<file path="src/verilog/uart_sup_cfg.svh">
// constants for the receive supervision block: register map, fields, resets
// assumes inclusion by the package and the top module only
`ifndef UART_SUP_CFG_SVH
`define UART_SUP_CFG_SVH

// ----------------------------------------
// widths
// ----------------------------------------
`define ADDR_W 4
`define DATA_W 8
`define CNT_W 16

// ----------------------------------------
// register offsets
// ----------------------------------------
`define REG_CTRL_ZERO 4'h0
`define REG_CTRL_ONE 4'h1
`define REG_IRQ_FLAG 4'h2
`define REG_ERR_FLAG 4'h3
`define REG_ERR_ENABLE 4'h4
`define REG_PERIPH_IE 4'h5
`define REG_IRQ_CTRL 4'h6
`define REG_DIV_LOW 4'h7
`define REG_DIV_HIGH 4'h8
`define REG_IRQ_MASK 4'h9

// ----------------------------------------
// field positions
// ----------------------------------------
`define BIT_AB_EN 0
`define BIT_WUE 0
`define BIT_RX_IDLE 1
`define BIT_AB_DONE 0
`define BIT_WAKE 1
`define BIT_AB_OVF 0
`define BIT_AB_OVF_IE 0
`define BIT_PORT_IE 0
`define BIT_PORT_ERR_IE 1
`define BIT_PIE 0
`define BIT_GIE 1

// ----------------------------------------
// reset values and counts
// ----------------------------------------
`define DIV_RESET 16'h0000
`define MASK_RESET 2'h3
`define CNT_MAX 16'hffff
`define FIFTH_EDGE 3'h4
`define EDGE_ONE 3'h1

`endif

</file>
<file path="src/verilog/uart_sup_pkg.sv">
// types for the receive supervision block
// assumes uart_sup_cfg.svh on the include path
package uart_sup_pkg;
`include "uart_sup_cfg.svh"

  typedef struct packed {
    logic [`ADDR_W-1:0] addr;
    logic [`DATA_W-1:0] wdata;
    logic wr;
    logic rd;
  } reg_req_t;

  typedef enum logic [1:0] {
    AB_IDLE = 2'b00,
    AB_WAIT_FIRST = 2'b01,
    AB_MEASURE = 2'b10
  } ab_state_t;

  typedef enum logic [1:0] {
    WK_OFF = 2'b00,
    WK_WATCH = 2'b01,
    WK_BREAK = 2'b10
  } wk_state_t;

  typedef struct packed {
    logic meta;
    logic level;
    logic prev;
  } sync_state_t;

  typedef struct packed {
    ab_state_t ab_state;
    logic autobaud_enable;
    logic [`CNT_W-1:0] ab_cnt;
    logic [2:0] edge_cnt;
    logic ovf_seen;
    logic autobaud_done_flag;
    logic autobaud_overflow_flag;
    wk_state_t wk_state;
    logic wake_on_break_enable;
    logic wake_event_flag;
    logic autobaud_overflow_irq_enable;
    logic port_irq_enable;
    logic port_error_irq_enable;
    logic peripheral_irq_global_enable;
    logic global_irq_enable;
    logic [1:0] irq_mask;
    logic [`CNT_W-1:0] baud_div;
    logic [`DATA_W-1:0] rdata;
    logic irq;
    logic rx_enable;
  } sup_state_t;
endpackage : uart_sup_pkg

</file>
<file path="src/verilog/rx_line_sync.sv">
// two-flop synchroniser for the receive pin with edge pulses
// assumes rx_pin is asynchronous to core_clk; idle level is high
`timescale 1ns/1ps
module rx_line_sync
  import uart_sup_pkg::*;
(
  input wire logic core_clk,
  input wire logic reset,
  input wire logic rx_pin,
  output logic rx_level,
  output logic rx_fall,
  output logic rx_rise
);
  sync_state_t s_q;
  sync_state_t s_d;

  // ----------------------------------------
  // next state
  // ----------------------------------------
  always_comb begin
    s_d = s_q;
    s_d.meta = rx_pin;
    s_d.level = s_q.meta;
    s_d.prev = s_q.level;
  end

  always_ff @(posedge core_clk) begin
    if (reset) begin
      s_q <= '{meta: 1'b1, level: 1'b1, prev: 1'b1};
    end else begin
      s_q <= s_d;
    end
  end

  assign rx_level = s_q.level;
  assign rx_fall = s_q.prev & ~s_q.level;
  assign rx_rise = ~s_q.prev & s_q.level;
endmodule : rx_line_sync

</file>
<file path="src/verilog/uart_sup.sv">
// receive supervision: auto-baud overflow handling and wake-on-break
// assumes one core clock, synchronous reset, register port in the same domain
//
// Contract
// flag overflow when counter wraps before fifth edge
// keep measuring after overflow until fifth edge
// fifth edge sets done flag, clears enable
// overflowed measurement leaves divisor untouched
// software clears done and overflow flags
// overflow irq needs four enables set
// software aborts: clear enable, then flag
// sleep stops baud clocks and reception
// wake mode suppresses reception, watches line
// leaving idle level is the wake event
// wake flag set at the wake event
// wake condition held until flag cleared
// wake irq needs three enables set
// line back idle clears wake enable
// peer sends all-zero wake character
// non-zero character: first low span wakes
// peer's break lasts eleven bits or more
// peer allows oscillator start-up time
// software checks idle before enabling wake
//
// The register addresses and the strobed register port were chosen for this implementation.
`timescale 1ns/1ps
`include "uart_sup_cfg.svh"
module uart_sup
  import uart_sup_pkg::*;
(
  input wire logic core_clk,
  input wire logic reset,
  input wire reg_req_t reg_req,
  output logic [`DATA_W-1:0] reg_rdata,
  input wire logic rx_pin,
  input wire logic core_sleep,
  input wire logic rx_frame_active,
  output logic irq,
  output logic rx_receive_enable,
  output logic [`CNT_W-1:0] baud_divisor
);
  sup_state_t st_q;
  sup_state_t st_d;
  logic rx_level;
  logic rx_fall;
  logic rx_rise;
  logic wr_ctrl0;
  logic wr_irq_flag;
  logic cnt_wrap;
  logic fifth_fall;
  logic irq_cause;
  logic rx_idle;

  // ----------------------------------------
  // receive line synchroniser
  // ----------------------------------------
  rx_line_sync u_sync (
    .core_clk(core_clk),
    .reset(reset),
    .rx_pin(rx_pin),
    .rx_level(rx_level),
    .rx_fall(rx_fall),
    .rx_rise(rx_rise)
  );

  assign wr_ctrl0 = reg_req.wr && (reg_req.addr == `REG_CTRL_ZERO);
  assign wr_irq_flag = reg_req.wr && (reg_req.addr == `REG_IRQ_FLAG);
  assign rx_idle = ~rx_frame_active;
  // counter steps only while awake: sleep halts the baud clock
  assign cnt_wrap = (st_q.ab_state == AB_MEASURE) && !core_sleep && (st_q.ab_cnt == `CNT_MAX);
  assign fifth_fall = (st_q.ab_state == AB_MEASURE) && rx_fall && (st_q.edge_cnt == `FIFTH_EDGE);
  assign irq_cause = st_q.peripheral_irq_global_enable && st_q.global_irq_enable &&
                     ((st_q.autobaud_overflow_flag && st_q.autobaud_overflow_irq_enable &&
                       st_q.port_error_irq_enable) ||
                      (st_q.port_irq_enable && |({st_q.wake_event_flag, st_q.autobaud_done_flag} &
                                                 st_q.irq_mask))); // see

  // ----------------------------------------
  // next state
  // ----------------------------------------
  always_comb begin
    st_d = st_q;
    st_d.rdata = '0;

    // register writes first; hardware sets below win
    if (reg_req.wr) begin
      if (reg_req.addr == `REG_CTRL_ZERO) begin
        st_d.autobaud_enable = reg_req.wdata[`BIT_AB_EN];
      end else if (reg_req.addr == `REG_CTRL_ONE) begin
        st_d.wake_on_break_enable = reg_req.wdata[`BIT_WUE];
      end else if (reg_req.addr == `REG_IRQ_FLAG) begin
        if (reg_req.wdata[`BIT_AB_DONE]) begin
          st_d.autobaud_done_flag = 1'b0;
        end
        if (reg_req.wdata[`BIT_WAKE]) begin
          st_d.wake_event_flag = 1'b0;
        end
      end else if (reg_req.addr == `REG_ERR_FLAG) begin
        if (reg_req.wdata[`BIT_AB_OVF]) begin
          st_d.autobaud_overflow_flag = 1'b0; // see
        end
      end else if (reg_req.addr == `REG_ERR_ENABLE) begin
        st_d.autobaud_overflow_irq_enable = reg_req.wdata[`BIT_AB_OVF_IE];
      end else if (reg_req.addr == `REG_PERIPH_IE) begin
        st_d.port_irq_enable = reg_req.wdata[`BIT_PORT_IE];
        st_d.port_error_irq_enable = reg_req.wdata[`BIT_PORT_ERR_IE];
      end else if (reg_req.addr == `REG_IRQ_CTRL) begin
        st_d.peripheral_irq_global_enable = reg_req.wdata[`BIT_PIE];
        st_d.global_irq_enable = reg_req.wdata[`BIT_GIE];
      end else if (reg_req.addr == `REG_DIV_LOW) begin
        st_d.baud_div[7:0] = reg_req.wdata;
      end else if (reg_req.addr == `REG_DIV_HIGH) begin
        st_d.baud_div[15:8] = reg_req.wdata;
      end else if (reg_req.addr == `REG_IRQ_MASK) begin
        st_d.irq_mask = reg_req.wdata[1:0];
      end
    end

    // register reads, data in the following cycle only
    if (reg_req.rd) begin
      if (reg_req.addr == `REG_CTRL_ZERO) begin
        st_d.rdata[`BIT_AB_EN] = st_q.autobaud_enable;
      end else if (reg_req.addr == `REG_CTRL_ONE) begin
        st_d.rdata[`BIT_WUE] = st_q.wake_on_break_enable;
        st_d.rdata[`BIT_RX_IDLE] = rx_idle;
      end else if (reg_req.addr == `REG_IRQ_FLAG) begin
        st_d.rdata[`BIT_AB_DONE] = st_q.autobaud_done_flag;
        st_d.rdata[`BIT_WAKE] = st_q.wake_event_flag;
      end else if (reg_req.addr == `REG_ERR_FLAG) begin
        st_d.rdata[`BIT_AB_OVF] = st_q.autobaud_overflow_flag;
      end else if (reg_req.addr == `REG_ERR_ENABLE) begin
        st_d.rdata[`BIT_AB_OVF_IE] = st_q.autobaud_overflow_irq_enable;
      end else if (reg_req.addr == `REG_PERIPH_IE) begin
        st_d.rdata[`BIT_PORT_IE] = st_q.port_irq_enable;
        st_d.rdata[`BIT_PORT_ERR_IE] = st_q.port_error_irq_enable;
      end else if (reg_req.addr == `REG_IRQ_CTRL) begin
        st_d.rdata[`BIT_PIE] = st_q.peripheral_irq_global_enable;
        st_d.rdata[`BIT_GIE] = st_q.global_irq_enable;
      end else if (reg_req.addr == `REG_DIV_LOW) begin
        st_d.rdata = st_q.baud_div[7:0];
      end else if (reg_req.addr == `REG_DIV_HIGH) begin
        st_d.rdata = st_q.baud_div[15:8];
      end else if (reg_req.addr == `REG_IRQ_MASK) begin
        st_d.rdata[1:0] = st_q.irq_mask;
      end
    end

    // ----------------------------------------
    // auto-baud measurement
    // ----------------------------------------
    case (st_q.ab_state)
      AB_IDLE: begin
        if (st_q.autobaud_enable) begin
          st_d.ab_state = AB_WAIT_FIRST;
          st_d.ab_cnt = '0;
          st_d.ovf_seen = 1'b0;
        end
      end
      AB_WAIT_FIRST: begin
        if (!st_q.autobaud_enable) begin
          st_d.ab_state = AB_IDLE;
        end else if (rx_fall) begin
          st_d.ab_state = AB_MEASURE;
          st_d.edge_cnt = `EDGE_ONE;
        end
      end
      AB_MEASURE: begin
        if (!core_sleep) begin
          st_d.ab_cnt = st_q.ab_cnt + 16'h0001;
        end
        if (cnt_wrap) begin
          st_d.autobaud_overflow_flag = 1'b1;
          st_d.ovf_seen = 1'b1;
        end
        if (fifth_fall) begin
          st_d.ab_state = AB_IDLE;
          st_d.autobaud_done_flag = 1'b1;
          st_d.autobaud_enable = 1'b0;
          if (!st_q.ovf_seen && !cnt_wrap) begin
            st_d.baud_div = st_q.ab_cnt;
          end
        end else if (!st_q.autobaud_enable) begin
          st_d.ab_state = AB_IDLE;
        end else if (rx_fall) begin
          st_d.edge_cnt = st_q.edge_cnt + 3'h1;
        end
      end
      default: begin
        st_d.ab_state = AB_IDLE;
      end
    endcase

    // ----------------------------------------
    // wake on break
    // ----------------------------------------
    case (st_q.wk_state)
      WK_OFF: begin
        if (st_q.wake_on_break_enable && st_q.port_irq_enable) begin
          st_d.wk_state = WK_WATCH;
        end
      end
      WK_WATCH: begin
        if (!(st_q.wake_on_break_enable && st_q.port_irq_enable)) begin
          st_d.wk_state = WK_OFF;
        end else if (!rx_level) begin
          st_d.wk_state = WK_BREAK; // see
          st_d.wake_event_flag = 1'b1;
        end
      end
      WK_BREAK: begin
        if (rx_rise || rx_level) begin
          st_d.wk_state = WK_OFF;
          st_d.wake_on_break_enable = 1'b0;
        end
      end
      default: begin
        st_d.wk_state = WK_OFF;
      end
    endcase

    st_d.rx_enable = !core_sleep && !st_d.autobaud_enable &&
                     !(st_d.wake_on_break_enable && st_d.port_irq_enable); // see
    st_d.irq = irq_cause;
  end

  always_ff @(posedge core_clk) begin
    if (reset) begin
      st_q <= '0;
      st_q.ab_state <= AB_IDLE;
      st_q.wk_state <= WK_OFF;
      st_q.irq_mask <= `MASK_RESET;
      st_q.baud_div <= `DIV_RESET;
    end else begin
      st_q <= st_d;
    end
  end

  assign reg_rdata = st_q.rdata;
  assign irq = st_q.irq;
  assign rx_receive_enable = st_q.rx_enable;
  assign baud_divisor = st_q.baud_div;
endmodule : uart_sup

</file>
<file path="config.mk">
export PLATFORM = sky130hd
export DESIGN_NAME = uart_sup
export DESIGN_NICKNAME = d
export VERILOG_FILES = /design/src/verilog/uart_sup_pkg.sv /design/src/verilog/rx_line_sync.sv /design/src/verilog/uart_sup.sv
export VERILOG_INCLUDE_DIRS = /design/src /design/src/verilog
export SDC_FILE = /design/constraint.sdc
export NUM_CORES = 1
export LEC_CHECK = 0
export BUFFER_PORTS_ARGS = -buffer_cell sky130_fd_sc_hd__buf_2
export CELL_PAD_IN_SITES_DETAIL_PLACEMENT = 1
export CELL_PAD_IN_SITES_GLOBAL_PLACEMENT = 1
export CORE_ASPECT_RATIO = 1.4
export CORE_MARGIN = 1
export CORE_UTILIZATION = 43
export DETAILED_ROUTE_END_ITERATION = 12
export HOLD_SLACK_MARGIN = 0.06
export PLACE_DENSITY_LB_ADDON = 0.05
export SYNTH_ARGS = -nofsm -noshare
export SYNTH_HDL_FRONTEND = slang
export SYNTH_HIERARCHICAL = 1
export SYNTH_SLANG_ARGS = --single-unit
</file>
<file path="constraint.sdc">
create_clock -name core_clk -period 2.4 [get_ports core_clk]
set_clock_uncertainty 0.2 [all_clocks]
set_input_delay 0.48 -clock core_clk [delete_from_list [all_inputs] [get_ports core_clk]]
set_output_delay 0.48 -clock core_clk [all_outputs]
set_load 0.05 [all_outputs]
</file>
==> results.json, run 1 <==
{
  "place_area_mm2": 0.003556,
  "min_from": "rx_pin",
  "cp_max_fo": 10,
  "place_inst": 508,
  "start_util_pct": 45.26,
  "async_flop_share_pct": 0,
  "core_area_mm2": 0.007453,
  "drv_slew": 0,
  "dpl.hpwl_mm": 6.540,
  "die_area_mm2": 0.008208,
  "reg2reg_depth": 4,
  "maxCapViolations": 0,
  "synth_adder_area_share_pct": 1.113,
  "wl_per_cell_um": 16.56,
  "fin_cells": 523,
  "grt_pass1_wl_mm": 14.41,
  "fmax_ghz": 0.4577,
  "syn_inst": 394,
  "io_pins": 45,
  "worstSetupPathType": "register to register",
  "numCtsBuffers": 9,
  "grt_pass1_vias": 2878,
  "tightest_slew_ns": 0.4886,
  "seq_power_share_pct": 48.8,
  "cts.sinks": 65,
  "yosys_warnings": 6,
  "cts_tree": "built",
  "die_w_um": 76.86,
  "arrival_ns": 2.26,
  "ys_types": 61,
  "min_path_cells": 2,
  "synth-seq-area-share_pct": 38.58,
  "antenna_left": 0,
  "synth_fp_nets": 416,
  "power.internal_w": 0.001723,
  "cts_resized": 0,
  "reg2reg_slack_ns": 0.22,
  "setup_tns_ns": 0,
  "clk_latency_ns": 0.34,
  "synth_area_mm2": 0.003373,
  "syn_avg_cell_area_um2": 8.562,
  "leakage_nw": 1.417,
  "synth_flop_cell": "dfxtp_1",
  "grtUsageTotal_pct": 22.55,
  "syn_to_final_growth_pct": 11.76,
  "fin_area_mm2": 0.003770,
  "crit_path_end_kind": "register",
  "drc": 0,
  "power_density_mw_per_mm2": 595.3,
  "finalCriticalPeriod_ns": 2.185,
  "rr_endpoint": "st_q[58]",
  "setup_violations": 0,
  "globalRoute.totalOverflow": 0,
  "gp_congestion": 0.8367,
  "p_comb_share_pct": 6.5,
  "routed_wl_mm": 8.663,
  "setup_ws_ns": 0.2150,
  "switchingPower_w": 0.0005212,
  "synth-xor-area-share_pct": 1.039,
  "ir_drop_mv": 0.3127,
  "path_clk_slew_ns": 0.07,
  "synth_top_family_by_area": "simple AND/OR/NAND/NOR gates",
  "slew_headroom_pct": 67.36,
  "vias": 2929,
  "dp_slack_ns": 0.1626,
  "nets": 444,
  "cts_buffer_depth": 2,
  "holdPathEnd": "u_sync/s_d[1]",
  "hold_viol": 0,
  "yosys.area_share.simple_pct": 26.04,
  "period_share_pct": 91.04,
  "firstDrtPassIters": 4,
  "viasPerCell": 5.600,
  "n_antenna_cell": 0,
  "root_buffer": "clkbuf_8",
  "pwr-share-clk_pct": 44.7,
  "synth_compound_area_share_pct": 18.32,
  "cts_hold_buf": 0,
  "ys_ff_latch": 65,
  "rsz0062_at_grt": "no",
  "sw_frac_of_total_pct": 23.23,
  "grt_start_max_net_pins": 22,
  "required_ns": 2.48,
  "die_y_um": 106.8,
  "synth-edff-count": 0,
  "post_cts_buffers": 0,
  "synth_mux_area_share_pct": 5.527,
  "htreeDepth": 3,
  "status": "complete, no violations",
  "power_w": 0.002244,
  "io_buffers": 44,
  "drive_gt1_share_pct": 22.30,
  "start_kind": "register",
  "antenna_found_initial": 0,
  "r2r-start": "st_q[61]",
  "hold_class": "primary input to register",
  "rows": 37,
  "drt_iter0_markers": 156
}
## placed cells by master, fill, tap and decap left out, types with 3 or more instances in the layout
cell type  count
a2111oi_0      3
a211oi_1       9
a21oi_1       22
a22oi_1        8
a311oi_1       9
and2_1         4
buf_2         44
buf_4         16
clkbuf_8      13
dfxtp_1       65
ha_1           3
inv_1         10
mux2_2         3
mux2i_1       13
nand2_1       33
nand2b_4       3
nand3_1       14
nand4_1        4
nor2_1        38
nor2b_1       12
nor3_1         9
nor3b_1        4
nor4_1         8
o21ai_0       17
o31ai_1        4
or2_1          3
or2_2          3
or3_1          5
or3_2          3
xor2_1         3
## routing by layer
metal / track usage [%] / up-vias / wire [um]
li1: - / 1465 / -
met4: 8.791 / 0 / 134
met3: 5.532 / 13 / 285
met2: 36.73 / 47 / 4166
met5: 0 / - / 0
met1: 28.47 / 1404 / 4077
## worst max-delay path, cell delays in order, from the launching register on
cell and delay [ns]:
dfxtp_1 0.58, nand2b_4 0.11, a2111o_1 0.55, or4_1 0.54, a21oi_1 0.15
## area by class of cell
class | count | area (um^2)
Multi-Input combinational cell | 276 | 1755
Clock inverter | 2 | 35.03
Inverter | 10 | 37.54
Sequential cell | 65 | 1301
Timing Repair Buffer | 60 | 340.3
Fill cell | 915 | 3684
Clock buffer | 13 | 178.9
Tap cell | 97 | 121.4
## Yosys cell counts, types with 4 or more instances
master    instances  share of area, %
a211oi_1          9               2.0
a21oi_1          22               3.3
a22oi_1           8               1.8
a311oi_1          9               2.3
and2_1            4              0.74
buf_2             4              0.59
buf_4            24               5.3
clkbuf_1         12               1.3
dfxtp_1          65                39
inv_1            10               1.1
mux2i_1          13               3.9
nand2_1          33               3.7
nand3_1          14               2.1
nand4_1           4              0.74
nor2_1           38               4.2
nor2b_1          12               2.2
nor3_1            9               1.3
nor3b_1           4              0.89
nor4_1            8               1.5
o21ai_0          17               2.5
o31ai_1           4              0.89
or3_1             5              0.93
## worst max-delay path by stage
| stage | start | to | slack, ns | cells past startpoint |
|---|---|---|---|---|
| final | st_q[61] | st_q[58] | 0.22 | 4 |
| after global routing | st_q[61] | st_q[58] | 0.10 | 4 |
| after CTS | st_q[61] | st_q[58] | 0.21 | 4 |
| after detailed placement | core_sleep | st_q[58] | 0.16 | 5 |
| after global placement | core_sleep | st_q[58] | 0.18 | 5 |
| after floorplan | core_sleep | st_q[58] | 0.40 | 4 |
## cell families after synthesis
group,Yosys count
compound gates,91
xor+xnor,4
fa+ha+maj,3
buf+inv,53
flops,65
mux,17
simple gates,161
## flip-flops by register name, indices dropped and copies added, names as in the netlist
name,cells
baud_divisor,16
irq,1
reg_rdata,8
rx_receive_enable,1
st_q,36
u_sync/rx_level,1
u_sync/s_d,1
u_sync/s_q,1
## power groups by stage
stage                     Clock, W  Sequential [W]  Combinational [W]
after floorplan                  0         0.00112          0.0000954
after global placement           0         0.00112           0.000144
after detailed placement         0         0.00112           0.000147
after CTS                  0.00103         0.00110           0.000147
after global routing       0.00108         0.00110           0.000159
final                      0.00100         0.00110           0.000146
## per-stage QoR
stage / utilization (%) / hold WS, ns
after floorplan: - / 0.1832
after global placement: 47.71 / 0.1846
after detailed placement: 47.71 / 0.1971
after CTS: 50.58 / 0.1012
after global routing: 50.58 / 0.1116
final: 50.58 / 0.1179
Power figures use the tool's default switching activity.
==> run 2, diff against run 1 <==
--- a/config.mk
+++ b/config.mk
@@ -13,6 +13,7 @@
 export CORE_MARGIN = 1
 export CORE_UTILIZATION = 43
 export DETAILED_ROUTE_END_ITERATION = 12
+export GPL_TIMING_DRIVEN = 0
 export HOLD_SLACK_MARGIN = 0.06
 export PLACE_DENSITY_LB_ADDON = 0.05
 export SYNTH_ARGS = -nofsm -noshare
==> results.json, run 2 (synthesis gave the netlist of run 1 again) <==
{
  "io_buffers": 42,
  "nets": 469,
  "fmax_ghz": 0.4495,
  "drive_gt1_share_pct": 24.12,
  "grt_use_met2_pct": 41.26,
  "worstSetupPathType": "register to register",
  "wl_per_cell_um": 16.41,
  "core_area_mm2": 0.007453,
  "cp_max_fo": 5,
  "cts_tree": "built",
  "n_antenna_cell": 0,
  "start_kind": "register",
  "die_area_mm2": 0.008208,
  "tightest_slew_ns": 0.8369,
  "io_pins": 45,
  "antenna_found_initial": 0,
  "crit_family": "compound AO/OA/AOI/OAI gates",
  "maxCapViolations": 0,
  "syn_to_final_growth_pct": 15.84,
  "crit_path_end": "st_q[57]",
  "hold_class": "primary input to register",
  "hold_viol": 0,
  "path_clk_slew_ns": 0.08,
  "setup_tns_ns": 0,
  "crit_chain": "ha_1, nand2_1, a2111oi_1, nand4_1, a21oi_1",
  "drv_slew": 0,
  "cp_slowest_cell": "a2111oi_1",
  "rr_endpoint": "st_q[57]",
  "drt_iter0_markers": 74,
  "met3_usage_pct": 4.511,
  "finalCriticalPeriod_ns": 2.225,
  "globalRoute.totalOverflow": 0,
  "largest_reg_flops": 36,
  "required_ns": 2.47,
  "period_share_pct": 92.69,
  "critPathBufInv": 0,
  "top_usage_layer": "met2",
  "r2r-start": "st_q[43]",
  "grt_pass1_vias": 3117,
  "htreeDepth": 3,
  "die_y_um": 106.8,
  "cts_buffer_depth": 2,
  "drc": 0,
  "grt_pass1_wl_mm": 15.08,
  "antenna_left": 0,
  "viasPerCell": 5.506,
  "root_buffer": "clkbuf_8",
  "arrival_ns": 2.30,
  "rsz0062_at_grt": "no",
  "slew_headroom_pct": 44.06,
  "routed_wl_mm": 9.011,
  "die_w_um": 76.86,
  "grtUsageTotal_pct": 23.49,
  "crit_path_end_kind": "register",
  "met1_usage_pct": 27.62,
  "power_density_mw_per_mm2": 563.9,
  "hold_ws_ns": 0.1182,
  "max_stage_delay_ns": 0.78,
  "leakage_nw": 1.496,
  "numCtsBuffers": 9,
  "clk_latency_ns": 0.35,
  "grt_start_max_net_pins": 14,
  "ir_drop_mv": 0.3790,
  "reg2reg_slack_ns": 0.18,
  "status": "complete, no violations",
  "layout_commonest_cell": "dfxtp_1",
  "gp_congestion": 0.8849,
  "vias": 3023,
  "setup_violations": 0,
  "reg2reg_depth": 5,
  "start_util_pct": 45.26,
  "rows": 37,
  "firstDrtPassIters": 4,
  "path_depth": 5,
  "setup.worst_path.start": "st_q[43]",
  "final_cell_mix": "dfxtp_1 (65), buf_2 (46), nor2_1 (38)",
  "dpl.hpwl_mm": 6.833,
  "cts.sinks": 65,
  "regMostFlops": "st_q"
}
-- run 2: changes by cell type in the layout (fill, tap and decap cells not counted) --
cell | previous run | this run
clkbuf_8 | 13 | 9
clkinv_4 | 0 | 2
buf_6 | 0 | 3
buf_2 | 44 | 46
inv_6 | 0 | 2
clkbuf_1 | 0 | 12
a2111oi_0 | 3 | 2
a2111oi_1 | 0 | 1
clkinvlp_4 | 0 | 1
buf_4 | 16 | 24
-- run 2: area by class of cell --
cell class / count / area (um^2)
Buffer: 43 / 279.0
Clock buffer: 9 / 123.9
Clock inverter: 7 / 77.57
Fill cell: 936 / 3546
Inverter: 10 / 37.54
Multi-Input combinational cell: 276 / 1757
Sequential cell: 65 / 1301
Tap cell: 97 / 121.4
Timing Repair Buffer: 42 / 210.2
-- run 2: metal layers --
layer | wire, um | part of all wire [%]
met1 | 4106 | 46
met4 | 183 | 2.0
met5 | 0 | 0
met3 | 295 | 3.3
met2 | 4426 | 49
-- run 2: per-stage QoR --
step	power, W	instances	area (um^2)	setup WS [ns]	util [%]
2_1_floorplan	0.001216	394	3373	0.3989	-
3_3_place_gp	0.001270	533	3705	0.04821	49.71
3_5_place_dp	0.001274	533	3705	0.05251	49.71
4_1_cts	0.002224	549	3908	0.1688	52.43
5_1_grt	0.002285	549	3908	0.002254	52.43
6_report	0.002204	549	3908	0.1754	52.43
-- run 2: worst reg2reg max path, stage by stage (launching register included) --
cell       delay (ns)
dfxtp_1          0.43
ha_1             0.23
nand2_1          0.10
a2111oi_1        0.78
nand4_1          0.20
a21oi_1          0.21
-- run 2: worst min-delay path by stage --
stage / start / endpoint / cells past startpoint
floorplan: u_sync/s_d[1] / u_sync/rx_level / 1
global placement: u_sync/s_d[1] / u_sync/rx_level / 1
detailed placement: u_sync/s_d[1] / u_sync/rx_level / 1
CTS: rx_pin / u_sync/s_d[1] / 2
global route: rx_pin / u_sync/s_d[1] / 2
finish: rx_pin / u_sync/s_d[1] / 2
-- run 2: what timing repair did --
| action | in CTS | in global routing |
|---|---|---|
| gates resized for setup | 1 | 0 |
| hold buffers | 0 | 0 |
| buffers inserted | 0 | 0 |
| hold endpoints to repair | 0 | 0 |
| setup endpoints to repair | 1 | 0 |
-- run 2: where the power goes --
group	leakage, nW	total [W]	switching, W	internal [W]
logic	0.871	0.000153	0.000103	0.0000505
clock network	0.100	0.000956	0.000468	0.000488
registers	0.525	0.00109	0.00000717	0.00109
